### config.mk
export PLATFORM = sky130hd
export DESIGN_NAME = parallel_port_control
export DESIGN_NICKNAME = d
export VERILOG_FILES = /design/src/logic/port_ctrl_pkg.sv /design/src/logic/parallel_port_control.sv /design/src/logic/wait_timer.sv /design/src/logic/address_stepper.sv
export VERILOG_INCLUDE_DIRS = /design/src /design/src/logic
export SDC_FILE = /design/constraint.sdc
export NUM_CORES = 1
export LEC_CHECK = 0
export ABC_AREA = 1
export ABC_CLOCK_PERIOD_IN_PS = 5000
export BUFFER_PORTS_ARGS = -buffer_cell sky130_fd_sc_hd__buf_2
export CORE_MARGIN = 5
export CORE_UTILIZATION = 55
export DETAILED_ROUTE_END_ITERATION = 8
export GPL_ROUTABILITY_DRIVEN = 0
export PLACE_DENSITY = 0.79
export RECOVER_POWER = 25
export SYNTH_ARGS = -nofsm -noshare
export SYNTH_HDL_FRONTEND = slang
export SYNTH_SLANG_ARGS = --single-unit
export TNS_END_PERCENT = 100
### constraint.sdc
create_clock -name MCLK -period 5 [get_ports MCLK]
set_clock_uncertainty 0.05 [all_clocks]
set_input_delay 0.5 -clock MCLK [delete_from_list [all_inputs] [get_ports MCLK]]
set_output_delay 0.5 -clock MCLK [all_outputs]
set_load 0.02 [all_outputs]
### src/logic/port_ctrl_defines.svh
// register offsets, field positions, reset values and timing constants
`ifndef PORT_CTRL_DEFINES_SVH
`define PORT_CTRL_DEFINES_SVH
`define OFF_PORT_CONTROL 4'h0
`define OFF_PORT_MODE_CONFIG 4'h4
`define OFF_PORT_ADDRESS 4'h8
`define OFF_PORT_DATA 4'hC
`define CTL_ENABLE 15
`define CTL_STOP_IDLE 13
`define CTL_MUX_LO 11
`define CTL_TTL 10
`define CTL_WREN 9
`define CTL_RDEN 8
`define CTL_CSF_LO 6
`define CTL_ALP 5
`define CTL_CS1P 3
`define CTL_WRSP 1
`define CTL_RDSP 0
`define CTL_MASK 32'h0000_BFEB
`define MOD_BUSY 15
`define MOD_INTERRUPT_MODE_SEL_LO 13
`define MOD_ADDRESS_STEP_MODE_LO 11
`define MOD_MODE_LO 8
`define MOD_SETUP_WAIT_CYCLES_LO 6
`define MOD_STROBE_WAIT_CYCLES_LO 2
`define MOD_HOLD_WAIT_CYCLES_LO 0
`define MOD_MASK 32'h0000_7BFF
`define CTL_RESET 32'h0000_0000
`define MOD_RESET 32'h0000_0000
`define PERIPH_CLOCK_NS 4
`define MCLK_NS 4
`define PERIPH_CYCLES (`PERIPH_CLOCK_NS / `MCLK_NS)
`endif

### src/logic/port_ctrl_pkg.sv
// types shared by the parallel port files
package port_ctrl_pkg;
    typedef enum logic [5:0] {
        ST_IDLE = 6'b00_0001,
        ST_ADDR = 6'b00_0010,
        ST_SETUP = 6'b00_0100,
        ST_STROBE = 6'b00_1000,
        ST_HOLD = 6'b01_0000,
        ST_DONE = 6'b10_0000
    } cycle_state_t;
    typedef logic [1:0] mode_sel_t;
endpackage

### src/logic/parallel_port_control.sv
// parallel port control, mode configuration and master/slave cycle engine
// What this block does
// - enable clear means no external access
// - stop-in-idle halts operation during idle
// - mux field places address on pins
// - buffer select chooses ttl or schmitt
// - write strobe pin driven only when enabled
// - read strobe pin driven only when enabled
// - chip-select function maps select pins
// - latch polarity sets address strobe level
// - polarity ignored on address-carrying pins
// - busy flag high during master transfer
// - interrupt mode 01 per cycle end
// - mode 10 on buffer three access
// - increment mode 11 steps legacy slave buffers
// - modes 01/10 step address bits
// - a14 excluded only when chip-select function is 10
// - mode 11 master with enable strobe
// - mode 10 master with split strobes
// - mode 01 addressable slave
// - mode 00 legacy slave
// - setup wait one to four cycles
// - zero strobe wait forces fixed setup, strobe and hold timing
`timescale 1ns/1ps
`include "port_ctrl_defines.svh"
module parallel_port_control (
    // clock and reset
    input wire logic MCLK,
    input wire logic RST_N,
    // axi4-lite write
    input wire logic [3:0] AWADDR,
    input wire logic AWVALID,
    output logic AWREADY,
    input wire logic [31:0] WDATA,
    input wire logic [3:0] WSTRB,
    input wire logic WVALID,
    output logic WREADY,
    output logic [1:0] BRESP,
    output logic BVALID,
    input wire logic BREADY,
    // axi4-lite read
    input wire logic [3:0] ARADDR,
    input wire logic ARVALID,
    output logic ARREADY,
    output logic [31:0] RDATA,
    output logic [1:0] RRESP,
    output logic RVALID,
    input wire logic RREADY,
    // chip state
    input wire logic CHIP_IDLE,
    // port pins
    output logic [15:0] ADDR_OUT,
    output logic [15:0] DATA_OUT,
    output logic DATA_OE,
    input wire logic [15:0] DATA_IN,
    input wire logic [1:0] SLAVE_ADDR_IN,
    output logic CS1_OUT,
    output logic CS2_OUT,
    output logic READ_STROBE_OUT,
    output logic READ_STROBE_OE,
    output logic WRITE_STROBE_OUT,
    output logic WRITE_STROBE_OE,
    output logic LATCH_LOW_OUT,
    output logic LATCH_HIGH_OUT,
    output logic TTL_SELECT,
    input wire logic SLAVE_READ_N,
    input wire logic SLAVE_WRITE_N,
    input wire logic SLAVE_CS_N,
    // event
    output logic CYCLE_EVENT
);
    import port_ctrl_pkg::*;

    logic [31:0] ctl, next_ctl;
    logic [31:0] mdc, next_mdc;
    logic [15:0] paddr, next_paddr;
    logic [15:0] pdata, next_pdata;
    logic [1:0] buf_ptr, next_buf_ptr;
    logic start_rd, start_wr, next_start_rd, next_start_wr;
    logic aw_held, w_held, next_aw_held, next_w_held;
    logic [3:0] aw_addr, next_aw_addr;
    logic [31:0] w_data, next_w_data;
    logic bvalid_r, next_bvalid, rvalid_r, next_rvalid;
    logic [31:0] rdata_r, next_rdata;
    logic [1:0] bresp_r, next_bresp, rresp_r, next_rresp;
    logic arready_r, next_arready;

    cycle_state_t state, next_state;
    logic is_read, next_is_read;
    logic tmr_load;
    logic [3:0] tmr_count;
    logic tmr_done;
    logic [15:0] stepped_addr;

    wire en = ctl[`CTL_ENABLE];
    wire [1:0] mux = ctl[`CTL_MUX_LO +: 2];
    wire [1:0] chip_select_function = ctl[`CTL_CSF_LO +: 2];
    wire latch_polarity = ctl[`CTL_ALP];
    wire [1:0] interrupt_mode_sel = mdc[`MOD_INTERRUPT_MODE_SEL_LO +: 2];
    wire [1:0] address_step_mode = mdc[`MOD_ADDRESS_STEP_MODE_LO +: 2];
    mode_sel_t pmode;
    assign pmode = mdc[`MOD_MODE_LO +: 2];
    wire [1:0] setup_wait_cycles = mdc[`MOD_SETUP_WAIT_CYCLES_LO +: 2];
    wire [3:0] strobe_wait_cycles = mdc[`MOD_STROBE_WAIT_CYCLES_LO +: 4];
    wire [1:0] hold_wait_cycles = mdc[`MOD_HOLD_WAIT_CYCLES_LO +: 2];
    wire master = pmode[1];
    wire run = en && !(ctl[`CTL_STOP_IDLE] && CHIP_IDLE);
    wire busy = (state != ST_IDLE);

    wait_timer #(.WIDTH(4)) timer (
        .clk(MCLK),
        .rst_n(RST_N),
        .load(tmr_load),
        .count(tmr_count),
        .expired(tmr_done)
    );

    address_stepper stepper (
        .step_mode(address_step_mode),
        .a14_is_select(chip_select_function == 2'b10),
        .addr_in(paddr),
        .addr_out(stepped_addr)
    );

    // slave strobe edge detect; pins are synchronous inputs
    logic slv_act_d, next_slv_act_d;
    wire slv_act = pmode[1] == 1'b0 && !SLAVE_CS_N &&
                   (!SLAVE_READ_N || !SLAVE_WRITE_N);
    wire slv_done = slv_act_d && !slv_act && run;

    // bus slave and register file
    always_comb begin
        next_ctl = ctl;
        next_mdc = mdc;
        next_paddr = paddr;
        next_pdata = pdata;
        next_buf_ptr = buf_ptr;
        next_start_rd = 1'b0;
        next_start_wr = 1'b0;
        next_aw_held = aw_held;
        next_w_held = w_held;
        next_aw_addr = aw_addr;
        next_w_data = w_data;
        next_bvalid = bvalid_r;
        next_bresp = bresp_r;
        next_rvalid = rvalid_r;
        next_rdata = rdata_r;
        next_rresp = rresp_r;
        next_arready = 1'b0;
        next_slv_act_d = slv_act;
        if (AWVALID && AWREADY) begin
            next_aw_held = 1'b1;
            next_aw_addr = AWADDR;
        end
        if (WVALID && WREADY) begin
            next_w_held = 1'b1;
            next_w_data = WDATA;
        end
        if (aw_held && w_held && !bvalid_r) begin
            next_aw_held = 1'b0;
            next_w_held = 1'b0;
            next_bvalid = 1'b1;
            next_bresp = 2'b00;
            if (aw_addr == `OFF_PORT_CONTROL) begin
                next_ctl = w_data & `CTL_MASK;
            end else if (aw_addr == `OFF_PORT_MODE_CONFIG) begin
                // busy is read-only, keep hardware copy
                next_mdc = (w_data & `MOD_MASK) |
                           (mdc & ~`MOD_MASK);
            end else if (aw_addr == `OFF_PORT_ADDRESS) begin
                next_paddr = w_data[15:0];
            end else if (aw_addr == `OFF_PORT_DATA) begin
                next_pdata = w_data[15:0];
                // master write starts on a data write when idle
                next_start_wr = master && run && !busy;
            end else begin
                next_bresp = 2'b10;
            end
        end else if (bvalid_r && BREADY) begin
            next_bvalid = 1'b0;
        end
        if (ARVALID && !rvalid_r && !arready_r) begin
            next_arready = 1'b1;
            next_rvalid = 1'b1;
            next_rresp = 2'b00;
            if (ARADDR == `OFF_PORT_CONTROL) begin
                next_rdata = ctl;
            end else if (ARADDR == `OFF_PORT_MODE_CONFIG) begin
                next_rdata = mdc | {16'h0000, master && busy, 15'h0000};
            end else if (ARADDR == `OFF_PORT_ADDRESS) begin
                next_rdata = {16'h0000, paddr};
            end else if (ARADDR == `OFF_PORT_DATA) begin
                next_rdata = {16'h0000, pdata};
                next_start_rd = master && run && !busy;
            end else begin
                next_rdata = 32'h0000_0000;
                next_rresp = 2'b10;
            end
        end else if (rvalid_r && RREADY) begin
            next_rvalid = 1'b0;
        end
        if (state == ST_HOLD && tmr_done && is_read) begin
            next_pdata = DATA_IN;
        end
        if (state == ST_DONE) begin
            next_paddr = stepped_addr;
        end
        if (slv_act && run && !SLAVE_WRITE_N) begin
            next_pdata = {8'h00, DATA_IN[7:0]};
        end
        if (slv_done && pmode == 2'b00 && address_step_mode == 2'b11) begin
            next_buf_ptr = buf_ptr + 2'b01;
        end
    end

    always_ff @(posedge MCLK) begin
        if (!RST_N) begin
            ctl <= `CTL_RESET;
            mdc <= `MOD_RESET;
            paddr <= 16'h0000;
            pdata <= 16'h0000;
            buf_ptr <= 2'b00;
            start_rd <= 1'b0;
            start_wr <= 1'b0;
            aw_held <= 1'b0;
            w_held <= 1'b0;
            aw_addr <= 4'h0;
            w_data <= 32'h0000_0000;
            bvalid_r <= 1'b0;
            bresp_r <= 2'b00;
            rvalid_r <= 1'b0;
            rdata_r <= 32'h0000_0000;
            rresp_r <= 2'b00;
            arready_r <= 1'b0;
            slv_act_d <= 1'b0;
        end else begin
            ctl <= next_ctl;
            mdc <= next_mdc;
            paddr <= next_paddr;
            pdata <= next_pdata;
            buf_ptr <= next_buf_ptr;
            start_rd <= next_start_rd;
            start_wr <= next_start_wr;
            aw_held <= next_aw_held;
            w_held <= next_w_held;
            aw_addr <= next_aw_addr;
            w_data <= next_w_data;
            bvalid_r <= next_bvalid;
            bresp_r <= next_bresp;
            rvalid_r <= next_rvalid;
            rdata_r <= next_rdata;
            rresp_r <= next_rresp;
            arready_r <= next_arready;
            slv_act_d <= next_slv_act_d;
        end
    end

    assign AWREADY = !aw_held;
    assign WREADY = !w_held;
    assign BVALID = bvalid_r;
    assign BRESP = bresp_r;
    assign RVALID = rvalid_r;
    assign RDATA = rdata_r;
    assign RRESP = rresp_r;
    assign ARREADY = arready_r;

    // master cycle sequencer
    wire fixed = (strobe_wait_cycles == 4'h0);
    always_comb begin
        next_state = state;
        next_is_read = is_read;
        tmr_load = 1'b0;
        tmr_count = 4'h0;
        case (state)
            ST_IDLE: begin
                if (start_rd || start_wr) begin
                    next_is_read = start_rd;
                    tmr_load = 1'b1;
                    tmr_count = {2'b00, setup_wait_cycles} + 4'h1;
                    next_state = (mux != 2'b00) ? ST_ADDR : ST_SETUP;
                    if (mux == 2'b00) begin
                        tmr_count = fixed ? 4'h1 : {2'b00, setup_wait_cycles} + 4'h1;
                    end
                end
            end
            ST_ADDR: begin
                if (tmr_done) begin
                    tmr_load = 1'b1;
                    tmr_count = fixed ? 4'h1 : {2'b00, setup_wait_cycles} + 4'h1;
                    next_state = ST_SETUP;
                end
            end
            ST_SETUP: begin
                if (tmr_done) begin
                    tmr_load = 1'b1;
                    tmr_count = fixed ? 4'h1 : strobe_wait_cycles;
                    next_state = ST_STROBE;
                end
            end
            ST_STROBE: begin
                if (tmr_done) begin
                    tmr_load = 1'b1;
                    tmr_count = fixed ? (is_read ? 4'h0 : 4'h1)
                                      : {2'b00, hold_wait_cycles};
                    next_state = ST_HOLD;
                end
            end
            ST_HOLD: begin
                if (tmr_done) begin
                    next_state = ST_DONE;
                end
            end
            ST_DONE: begin
                next_state = ST_IDLE;
            end
            default: begin
                next_state = ST_IDLE;
            end
        endcase
        if (!run) begin
            next_state = ST_IDLE;
        end
    end

    always_ff @(posedge MCLK) begin
        if (!RST_N) begin
            state <= ST_IDLE;
            is_read <= 1'b0;
        end else begin
            state <= next_state;
            is_read <= next_is_read;
        end
    end

    // pin drivers
    logic [15:0] n_addr, n_data;
    logic n_doe, n_cs1, n_cs2, n_rd, n_rdoe, n_wr, n_wroe;
    logic n_all, n_alh, n_evt;
    wire in_addr = (state == ST_ADDR);
    wire strobe = (state == ST_STROBE);
    wire act = master && busy;
    always_comb begin
        n_addr = paddr;
        n_data = pdata;
        n_doe = act && !is_read && state != ST_IDLE;
        if (in_addr) begin
            n_doe = 1'b1;
            if (mux == 2'b01) begin
                n_data = {8'h00, paddr[7:0]};
            end else begin
                n_data = paddr;
            end
        end
        if (mux == 2'b10 || mux == 2'b11) begin
            n_addr = 16'h0000;
        end else if (mux == 2'b01) begin
            n_addr = {paddr[15:8], 8'h00};
        end
        if (!pmode[1]) begin
            // slave drives the data bus only on a host read
            n_doe = slv_act && !SLAVE_READ_N && run;
        end
        n_cs2 = (chip_select_function[1] || chip_select_function == 2'b01) ?
                (act ~^ ctl[`CTL_CS1P]) : paddr[15];
        n_cs1 = chip_select_function[1] ? (act ~^ ctl[`CTL_CS1P]) : paddr[14];
        if (pmode == 2'b11) begin
            n_rd = (is_read ^~ ctl[`CTL_RDSP]) && act;
            n_wr = (strobe ^~ ctl[`CTL_WRSP]);
        end else begin
            n_rd = (strobe && is_read && act) ^~ ctl[`CTL_RDSP];
            n_wr = (strobe && !is_read && act) ^~ ctl[`CTL_WRSP];
        end
        n_rdoe = ctl[`CTL_RDEN] && master && run;
        n_wroe = ctl[`CTL_WREN] && master && run;
        n_all = (in_addr && mux != 2'b00) ~^ latch_polarity;
        n_alh = (in_addr && mux == 2'b01) ~^ latch_polarity;
        n_evt = (interrupt_mode_sel == 2'b01 && (state == ST_DONE || slv_done)) ||
                (interrupt_mode_sel == 2'b10 && slv_done &&
                 ((pmode == 2'b00 && buf_ptr == 2'b11) ||
                  (pmode == 2'b01 && SLAVE_ADDR_IN == 2'b11)));
    end

    always_ff @(posedge MCLK) begin
        if (!RST_N) begin
            ADDR_OUT <= 16'h0000;
            DATA_OUT <= 16'h0000;
            DATA_OE <= 1'b0;
            CS1_OUT <= 1'b0;
            CS2_OUT <= 1'b0;
            READ_STROBE_OUT <= 1'b0;
            READ_STROBE_OE <= 1'b0;
            WRITE_STROBE_OUT <= 1'b0;
            WRITE_STROBE_OE <= 1'b0;
            LATCH_LOW_OUT <= 1'b1;
            LATCH_HIGH_OUT <= 1'b1;
            TTL_SELECT <= 1'b0;
            CYCLE_EVENT <= 1'b0;
        end else begin
            ADDR_OUT <= n_addr;
            DATA_OUT <= n_data;
            DATA_OE <= n_doe;
            CS1_OUT <= n_cs1;
            CS2_OUT <= n_cs2;
            READ_STROBE_OUT <= n_rd;
            READ_STROBE_OE <= n_rdoe;
            WRITE_STROBE_OUT <= n_wr;
            WRITE_STROBE_OE <= n_wroe;
            LATCH_LOW_OUT <= n_all;
            LATCH_HIGH_OUT <= n_alh;
            TTL_SELECT <= ctl[`CTL_TTL];
            CYCLE_EVENT <= n_evt;
        end
    end
endmodule

### src/logic/wait_timer.sv
// down counter that times the phases of one port cycle
`timescale 1ns/1ps
`include "port_ctrl_defines.svh"
module wait_timer #(
    parameter int WIDTH = 4
) (
    // clock and reset
    input wire logic clk,
    input wire logic rst_n,
    // control
    input wire logic load,
    input wire logic [WIDTH-1:0] count,
    output logic expired
);
    logic [WIDTH+1:0] remain;
    logic [WIDTH+1:0] next_remain;
    always_comb begin
        next_remain = remain;
        if (load) begin
            // each wait unit is one peripheral clock period
            next_remain = (WIDTH+2)'(count * `PERIPH_CYCLES);
        end else if (remain != '0) begin
            next_remain = remain - 1'b1;
        end
    end
    always_ff @(posedge clk) begin
        if (!rst_n) begin
            remain <= '0;
        end else begin
            remain <= next_remain;
        end
    end
    // expiry at one left, so a phase loaded with n of one or more lasts n cycles; not
    // looking at load keeps the sequencer free of a combinational loop
    assign expired = (remain[WIDTH+1:1] == '0);
endmodule

### src/logic/address_stepper.sv
// steps the port address after each cycle, keeping a15 fixed, and a14 when chip-select function is 10
`timescale 1ns/1ps
module address_stepper (
    // configuration
    input wire logic [1:0] step_mode,
    input wire logic a14_is_select,
    // address
    input wire logic [15:0] addr_in,
    output logic [15:0] addr_out
);
    logic [9:0] field;
    logic [9:0] stepped;
    always_comb begin
        // bit 14 sits above bits 10:2 so a carry out of bit 10 reaches it
        field = {addr_in[14], addr_in[10:2]};
        stepped = field;
        if (step_mode == 2'b01) begin
            stepped = field + 10'h001;
        end else if (step_mode == 2'b10) begin
            stepped = field - 10'h001;
        end
        addr_out = {addr_in[15], stepped[9], addr_in[13:11],
                    stepped[8:0], addr_in[1:0]};
        if (a14_is_select) begin
            // a14 used as a select line keeps its value
            addr_out[14] = addr_in[14];
        end
    end
endmodule

After elaboration in Yosys (flattened, before gate mapping)
Index checks and enable logic that the tools add are counted.
W data, S select, Z words.
{"block": "op_classes", "addsub": 5, "n_eq_ne": 42, "n_mux": 62, "n_bitwise": 18, "reduce_logical": 97}
{"op": "$mux W16", "count": 10}
{"op": "$mux W15", "count": 5}
{"op": "$mux W32", "count": 2}
{"op": "$logic_and A1 B1 Y1", "count": 43}
{"op": "$or A15 B32 Y32", "count": 1}
{"op": "$or A32 B16 Y32", "count": 1}
{"op": "$mux W6", "count": 5}
{"op": "$pmux W6 S5", "count": 1}
{"op": "$reduce_and A5 Y1", "count": 5}
{"op": "$mux W10", "count": 2}
{"op": "$mux W2", "count": 10}
{"op": "$eq A2 B2 Y1 const B", "count": 9}
{"op": "$eq A4 B4 Y1 const B", "count": 4}
{"op": "$mux W4", "count": 4}
{"op": "$pmux W4 S4", "count": 1}
{"op": "$reduce_bool A2 Y1", "count": 8}
{"op": "$mux W1", "count": 15}
{"op": "$mux W3", "count": 5}
{"op": "$logic_not A1 Y1", "count": 12}
{"op": "$logic_not A4 Y1", "count": 3}
{"op": "$ne A2 B2 Y1 const B", "count": 6}
{"op": "$ne A3 B1 Y1 const B", "count": 4}
{"op": "$reduce_or A6 Y1", "count": 2}
{"op": "$add A10 B1 Y10 const B", "count": 1}
{"op": "other kinds (28)", "count": 65}
{"block": "word_totals", "reg_bits": 199, "in_bits": 73, "output_inout_bits": 84, "word_cells": 263}

Longest topological paths before layout
{"block": "depth", "depth_word": 9, "mapped_depth": 13, "depth_no_buf": 13}

Modules after synthesis
A second synthesis with hierarchy kept.
{"block": "unflattened", "hier_cells": 1052, "area_unflattened_um2": 7500.9}
{"mod": "parallel_port_control", "n_inst": 1, "cells_each": 898, "area_each_um2": 6648.9, "seq_area_each_um2": 3183.1}
{"mod": "address_stepper", "n_inst": 1, "cells_each": 96, "area_each_um2": 478.0, "seq_area_each_um2": 0.0}
{"mod": "wait_timer", "n_inst": 1, "cells_each": 58, "area_each_um2": 374.1, "seq_area_each_um2": 120.1}

Worst setup path before layout
No wires, ideal clock.
{"block": "synth_path", "path_type": "flip-flop to flip-flop", "start": "register mdc[12]", "end": "register paddr[14]", "setup_ns": 0.132, "t_arrival_ns": 1.579, "required_time_ns": 4.818, "path_slack_ns": 3.239, "path_stages_with_launch": 12, "n_path_buf": 0, "synth_period_minus_slack_ns": 1.761, "cell_sequence": "dfxtp_1 > inv_1 > nand2_1 > ha_1 > a21oi_1 > nand2_1 > nand2_1 > nand3_1 > nand2_1 > nand2_1 > nand2_1 > a21oi_1"}
{"block": "synth_between", "elab_chain_len": 4, "word_cells_on_any_way": 7, "classes_between": "eq/ne: 3; mux: 3; reduce/logical: 1"}
{"element": "from (decl)", "line": "parallel_port_control.sv:75", "rtl": "logic [31:0] mdc, next_mdc;"}
{"element": "from (signal assigned)", "line": "parallel_port_control.sv:219", "rtl": "mdc <= `MOD_RESET;"}
{"element": "from (signal assigned)", "line": "parallel_port_control.sv:238", "rtl": "mdc <= next_mdc;"}
{"element": "parallel branches: the longest is 4 deep, another holds $reduce_and A6 Y1"}
{"element": "to (signal assigned)", "line": "parallel_port_control.sv:239", "rtl": "paddr <= next_paddr;"}
{"element": "to (decl)", "line": "parallel_port_control.sv:76", "rtl": "logic [15:0] paddr, next_paddr;"}
Parallel ways; which one is timed is not known. The select of a mux whose other input is x is not followed.
A chain may end at the register's enable or synchronous reset.

Final worst setup path
{"block": "layout_path", "start": "input port RST_N", "end": "register pdata[11]"}
{"block": "layout_between", "elab_chain_len": 2}
{"element": "from (decl)", "line": "parallel_port_control.sv:29", "rtl": "input wire logic RST_N,"}
{"element": "$not A1 Y1 (no line)"}
{"element": "$reduce_or A2 Y1 (no line)"}
{"element": "to (signal assigned)", "line": "parallel_port_control.sv:240", "rtl": "pdata <= next_pdata;"}
{"element": "to (decl)", "line": "parallel_port_control.sv:77", "rtl": "logic [15:0] pdata, next_pdata;"}
Every way passes these cells.

==> key figures <==
Run status
  • Outcome: finished, final reports clean

Yosys
  • Synthesized area per cell: approximately 7.3 um2
  • Number of synthesized flops with an enable pin: 0
  • Yosys warning total: 0
  • Cell variety after synth: between 40 and 50
  • Yosys reg bits: 164
  • Async SR Flop Fraction: 0%
  • Cells after Synth: ~1000
  • Main flop type after synthesis: dfxtp_1
  • Synthesized area: ~7400 um2
  • Register area share after synthesis: between 40% and 50%

CTS
  • Num CTS Buffers: 17
  • Post-CTS setup buffers: 0
  • H-tree depth: 4
  • Clk root buf: clkbuf_16
  • # hold bufs at CTS: 0
  • CTS Buffer Depth: 2
  • Clock sinks: about 160
  • Worst-path clk slew: ~0.06 ns
  • # resized after CTS: 0
  • CTS tree: yes
  • Clk_lat worst skew: between 0.4 and 0.5 ns

STA
  • RSZ-0062 raised after global routing: no
  • # setup viols final: 0
  • TNS Setup: 0 ns
  • Max Fclk: 0.308 GHz
  • Pins over their slew limit: 0
  • Final Hold Fails: 0
  • Setup WS post-layout: approximately 1.8 ns
  • Tmin final: 3.25 ns
  • Worst slew margin: around 8.4%
  • Worst-Margin Slew: between 1 and 1.5 ns
  • Final period utilization: roughly two thirds

Job
  • Max-Cap Viols: 0

Finish
  • # diodes: 0
  • # nets final: 1202
  • Multi-input logic area: 3400 um2
  • Area taken by flip-flops and latches: approximately 3300 um2
  • Filler Cells Inserted: between 1000 and 1500
  • Area Overhead vs Synth: 15.8%
  • Share of layout cells above drive strength 1: a little over an eighth

Floorplan
  • Chip width: about 130 um
  • # rows: between 40 and 50
  • Chip height: around 130 um
  • I/O pins: between 150 and 200
  • Area of the die: 15900 um2
  • Core area: 13200 um2
  • Starting density of the core: between 50 and 60%

Routing
  • WL/cell: 16.7 um
  • First-pass DRT Iterations: 7
  • DR iter-0 viols: between 800 and 900
  • Via count: between 7000 and 8000
  • DR vias/cell: about 5.6
  • # DRC: 0
  • Final WL: ~22 mm
  • DRT antenna net count: 0

Power
  • Sw Share: 25.7%
  • Leakage power: 3.66 nW
  • Peak VDD IR: 207 uV
  • Sequential Power Share: between 40% and 50%
  • P_sw: approximately 0.81 mW
  • Comb power frac: 12.0%
  • Pwr/cell area: around 370 nW/um2
  • Internal: approximately 2.3 mW
  • Clock power share: 43.3%

Min path
  • Worst Hold Class: in2reg

Critical path
  • CP Data Required Time: ~5.3 ns
  • Critical path's slowest cell: clkbuf_1
  • Crit start category: primary input
  • Crit-path max FO: 32
  • Critical path capture point type: flop
  • WP data arrival: about 3.6 ns
  • Crit path cell chain: clkbuf_1 -> inv_1 -> a21oi_1 -> o21ai_0 -> a31oi_1
  • Critical path class: in2reg
  • CP peak stage delay: 0.93 ns

GRT
  • Vias in the first global route: 6819
  • First-pass GRT wire length: around 34 mm
  • Largest net degree at the start of global routing: 66
  • Total track usage: ~27%
  • Initial antenna violation count: 0
  • Total grt overflow: 0

Placement
  • DP HPWL: approximately 16 mm
  • IO buf count: approximately 130
  • Pre-CTS WS: approximately 2.3 ns
[per-stage QoR]
step	util (%)	hold slack (ns)	cell area, um2	std cells	power, mW
2_1_floorplan	-	0.371	7430	1017	1.69
3_3_place_gp	60.8	0.391	8050	1274	1.79
5_1_grt	65.0	0.241	8600	1306	3.26
6_report	65.0	0.238	8600	1306	3.15
3_5_place_dp	60.8	0.395	8050	1274	1.80
4_1_cts	65.5	0.230	8670	1306	3.15
[critical path, delay by kind of cell]
kind	cells	cell delay, ns
compound gates	3	1.19
buf+inv	2	1.82
[cells in the final DEF (no fill, tap or decap), types with 5 or more instances in the layout]
cell,synthesis,final
nand4_1,11,11
inv_2,11,11
a211oi_1,12,12
nand3_1,38,38
clkbuf_1,26,56
inv_1,108,108
o21ai_1,21,21
o22ai_1,15,15
clkbuf_16,0,17
buf_2,9,82
ha_1,11,11
nand2_1,157,157
a21oi_1,109,109
dfxtp_1,164,164
clkbuf_8,0,5
a31oi_1,18,18
nor2_1,138,138
o21ai_0,93,93
[flip-flops by register name, summed over array words and instances, names as in the netlist, 2 cells and up]
signal / cells
state: 6
w_data: 16
timer.remain: 6
aw_addr: 4
paddr: 16
ADDR_OUT: 16
mdc: 14
DATA_OUT: 16
buf_ptr: 2
RDATA: 17
pdata: 16
ctl: 13
[routing by layer]
layer | share of wire, % | track usage (%) | up-vias | wire length [um]
li1 | - | - | 3547 | -
met3 | 11 | 7.87 | 68 | 2420
met5 | 0 | 0 | - | 0
met4 | 2.8 | 10.3 | 0 | 614
met1 | 39 | 33.9 | 3339 | 8620
met2 | 47 | 43.2 | 409 | 10200
[cell type report]
| type | count | share of cell area (%) |
|---|---|---|
| Tap cell | 176 | 2.56 |
| Timing Repair Buffer | 137 | 7.26 |
| Clock inverter | 7 | 1.38 |
| Multi-Input combinational cell | 677 | 39.5 |
| Clock buffer | 25 | 5.88 |
| Inverter | 120 | 5.24 |
| Sequential cell | 164 | 38.2 |
[power by group through the flow]
stage	sequential (mW)	combinational [mW]	clock, mW
6_report	1.41	0.376	1.36
5_1_grt	1.41	0.421	1.43
2_1_floorplan	1.43	0.255	0
4_1_cts	1.40	0.375	1.37
3_5_place_dp	1.43	0.369	0
3_3_place_gp	1.43	0.362	0
[Yosys cell counts (3+ instances only)]
cell / number / area (um2)
o21ai_0: 93 / 465
nor2_4: 4 / 45.0
inv_2: 11 / 41.3
nand3b_1: 3 / 22.5
nor2_1: 138 / 518
xor2_1: 4 / 35.0
nand3_1: 38 / 190
a31oi_1: 18 / 113
ha_1: 11 / 138
nand2_2: 4 / 25.0
inv_1: 108 / 405
o21ai_1: 21 / 105
buf_2: 9 / 45.0
nor3_1: 3 / 15.0
a21oi_1: 109 / 546
nor2_2: 4 / 25.0
buf_4: 18 / 135
nand2_1: 157 / 589
nand4_1: 11 / 68.8
nand3_2: 3 / 30.0
nand2_4: 3 / 33.8
dfxtp_1: 164 / 3280
o22ai_1: 15 / 93.8
a211oi_1: 12 / 90.1
clkbuf_1: 26 / 97.6
[final timing paths]
path / startpoint / to / slack (ns) / cells after the start
hold / removal: AWADDR[0] / aw_addr[0] / 0.24 / 3
setup / recovery: RST_N / pdata[11] / 1.75 / 5
setup reg to reg: RVALID / start_rd / 2.54 / 4
hold reg to reg: buf_ptr[1] / buf_ptr[1] / 0.40 / 2
[cells by family (layout without fill, tap and decap cells)]
group,count (synthesis),after routing,synth area share (%)
simple gates,378,378,22.6
other cells,1,2,0.0505
compound gates,279,279,20.2
buf+inv,176,289,10.2
fa+ha+maj,12,12,2.12
xor+xnor,6,6,0.707
flops,164,164,44.2
Note: power is estimated with default switching activity, not from simulation.
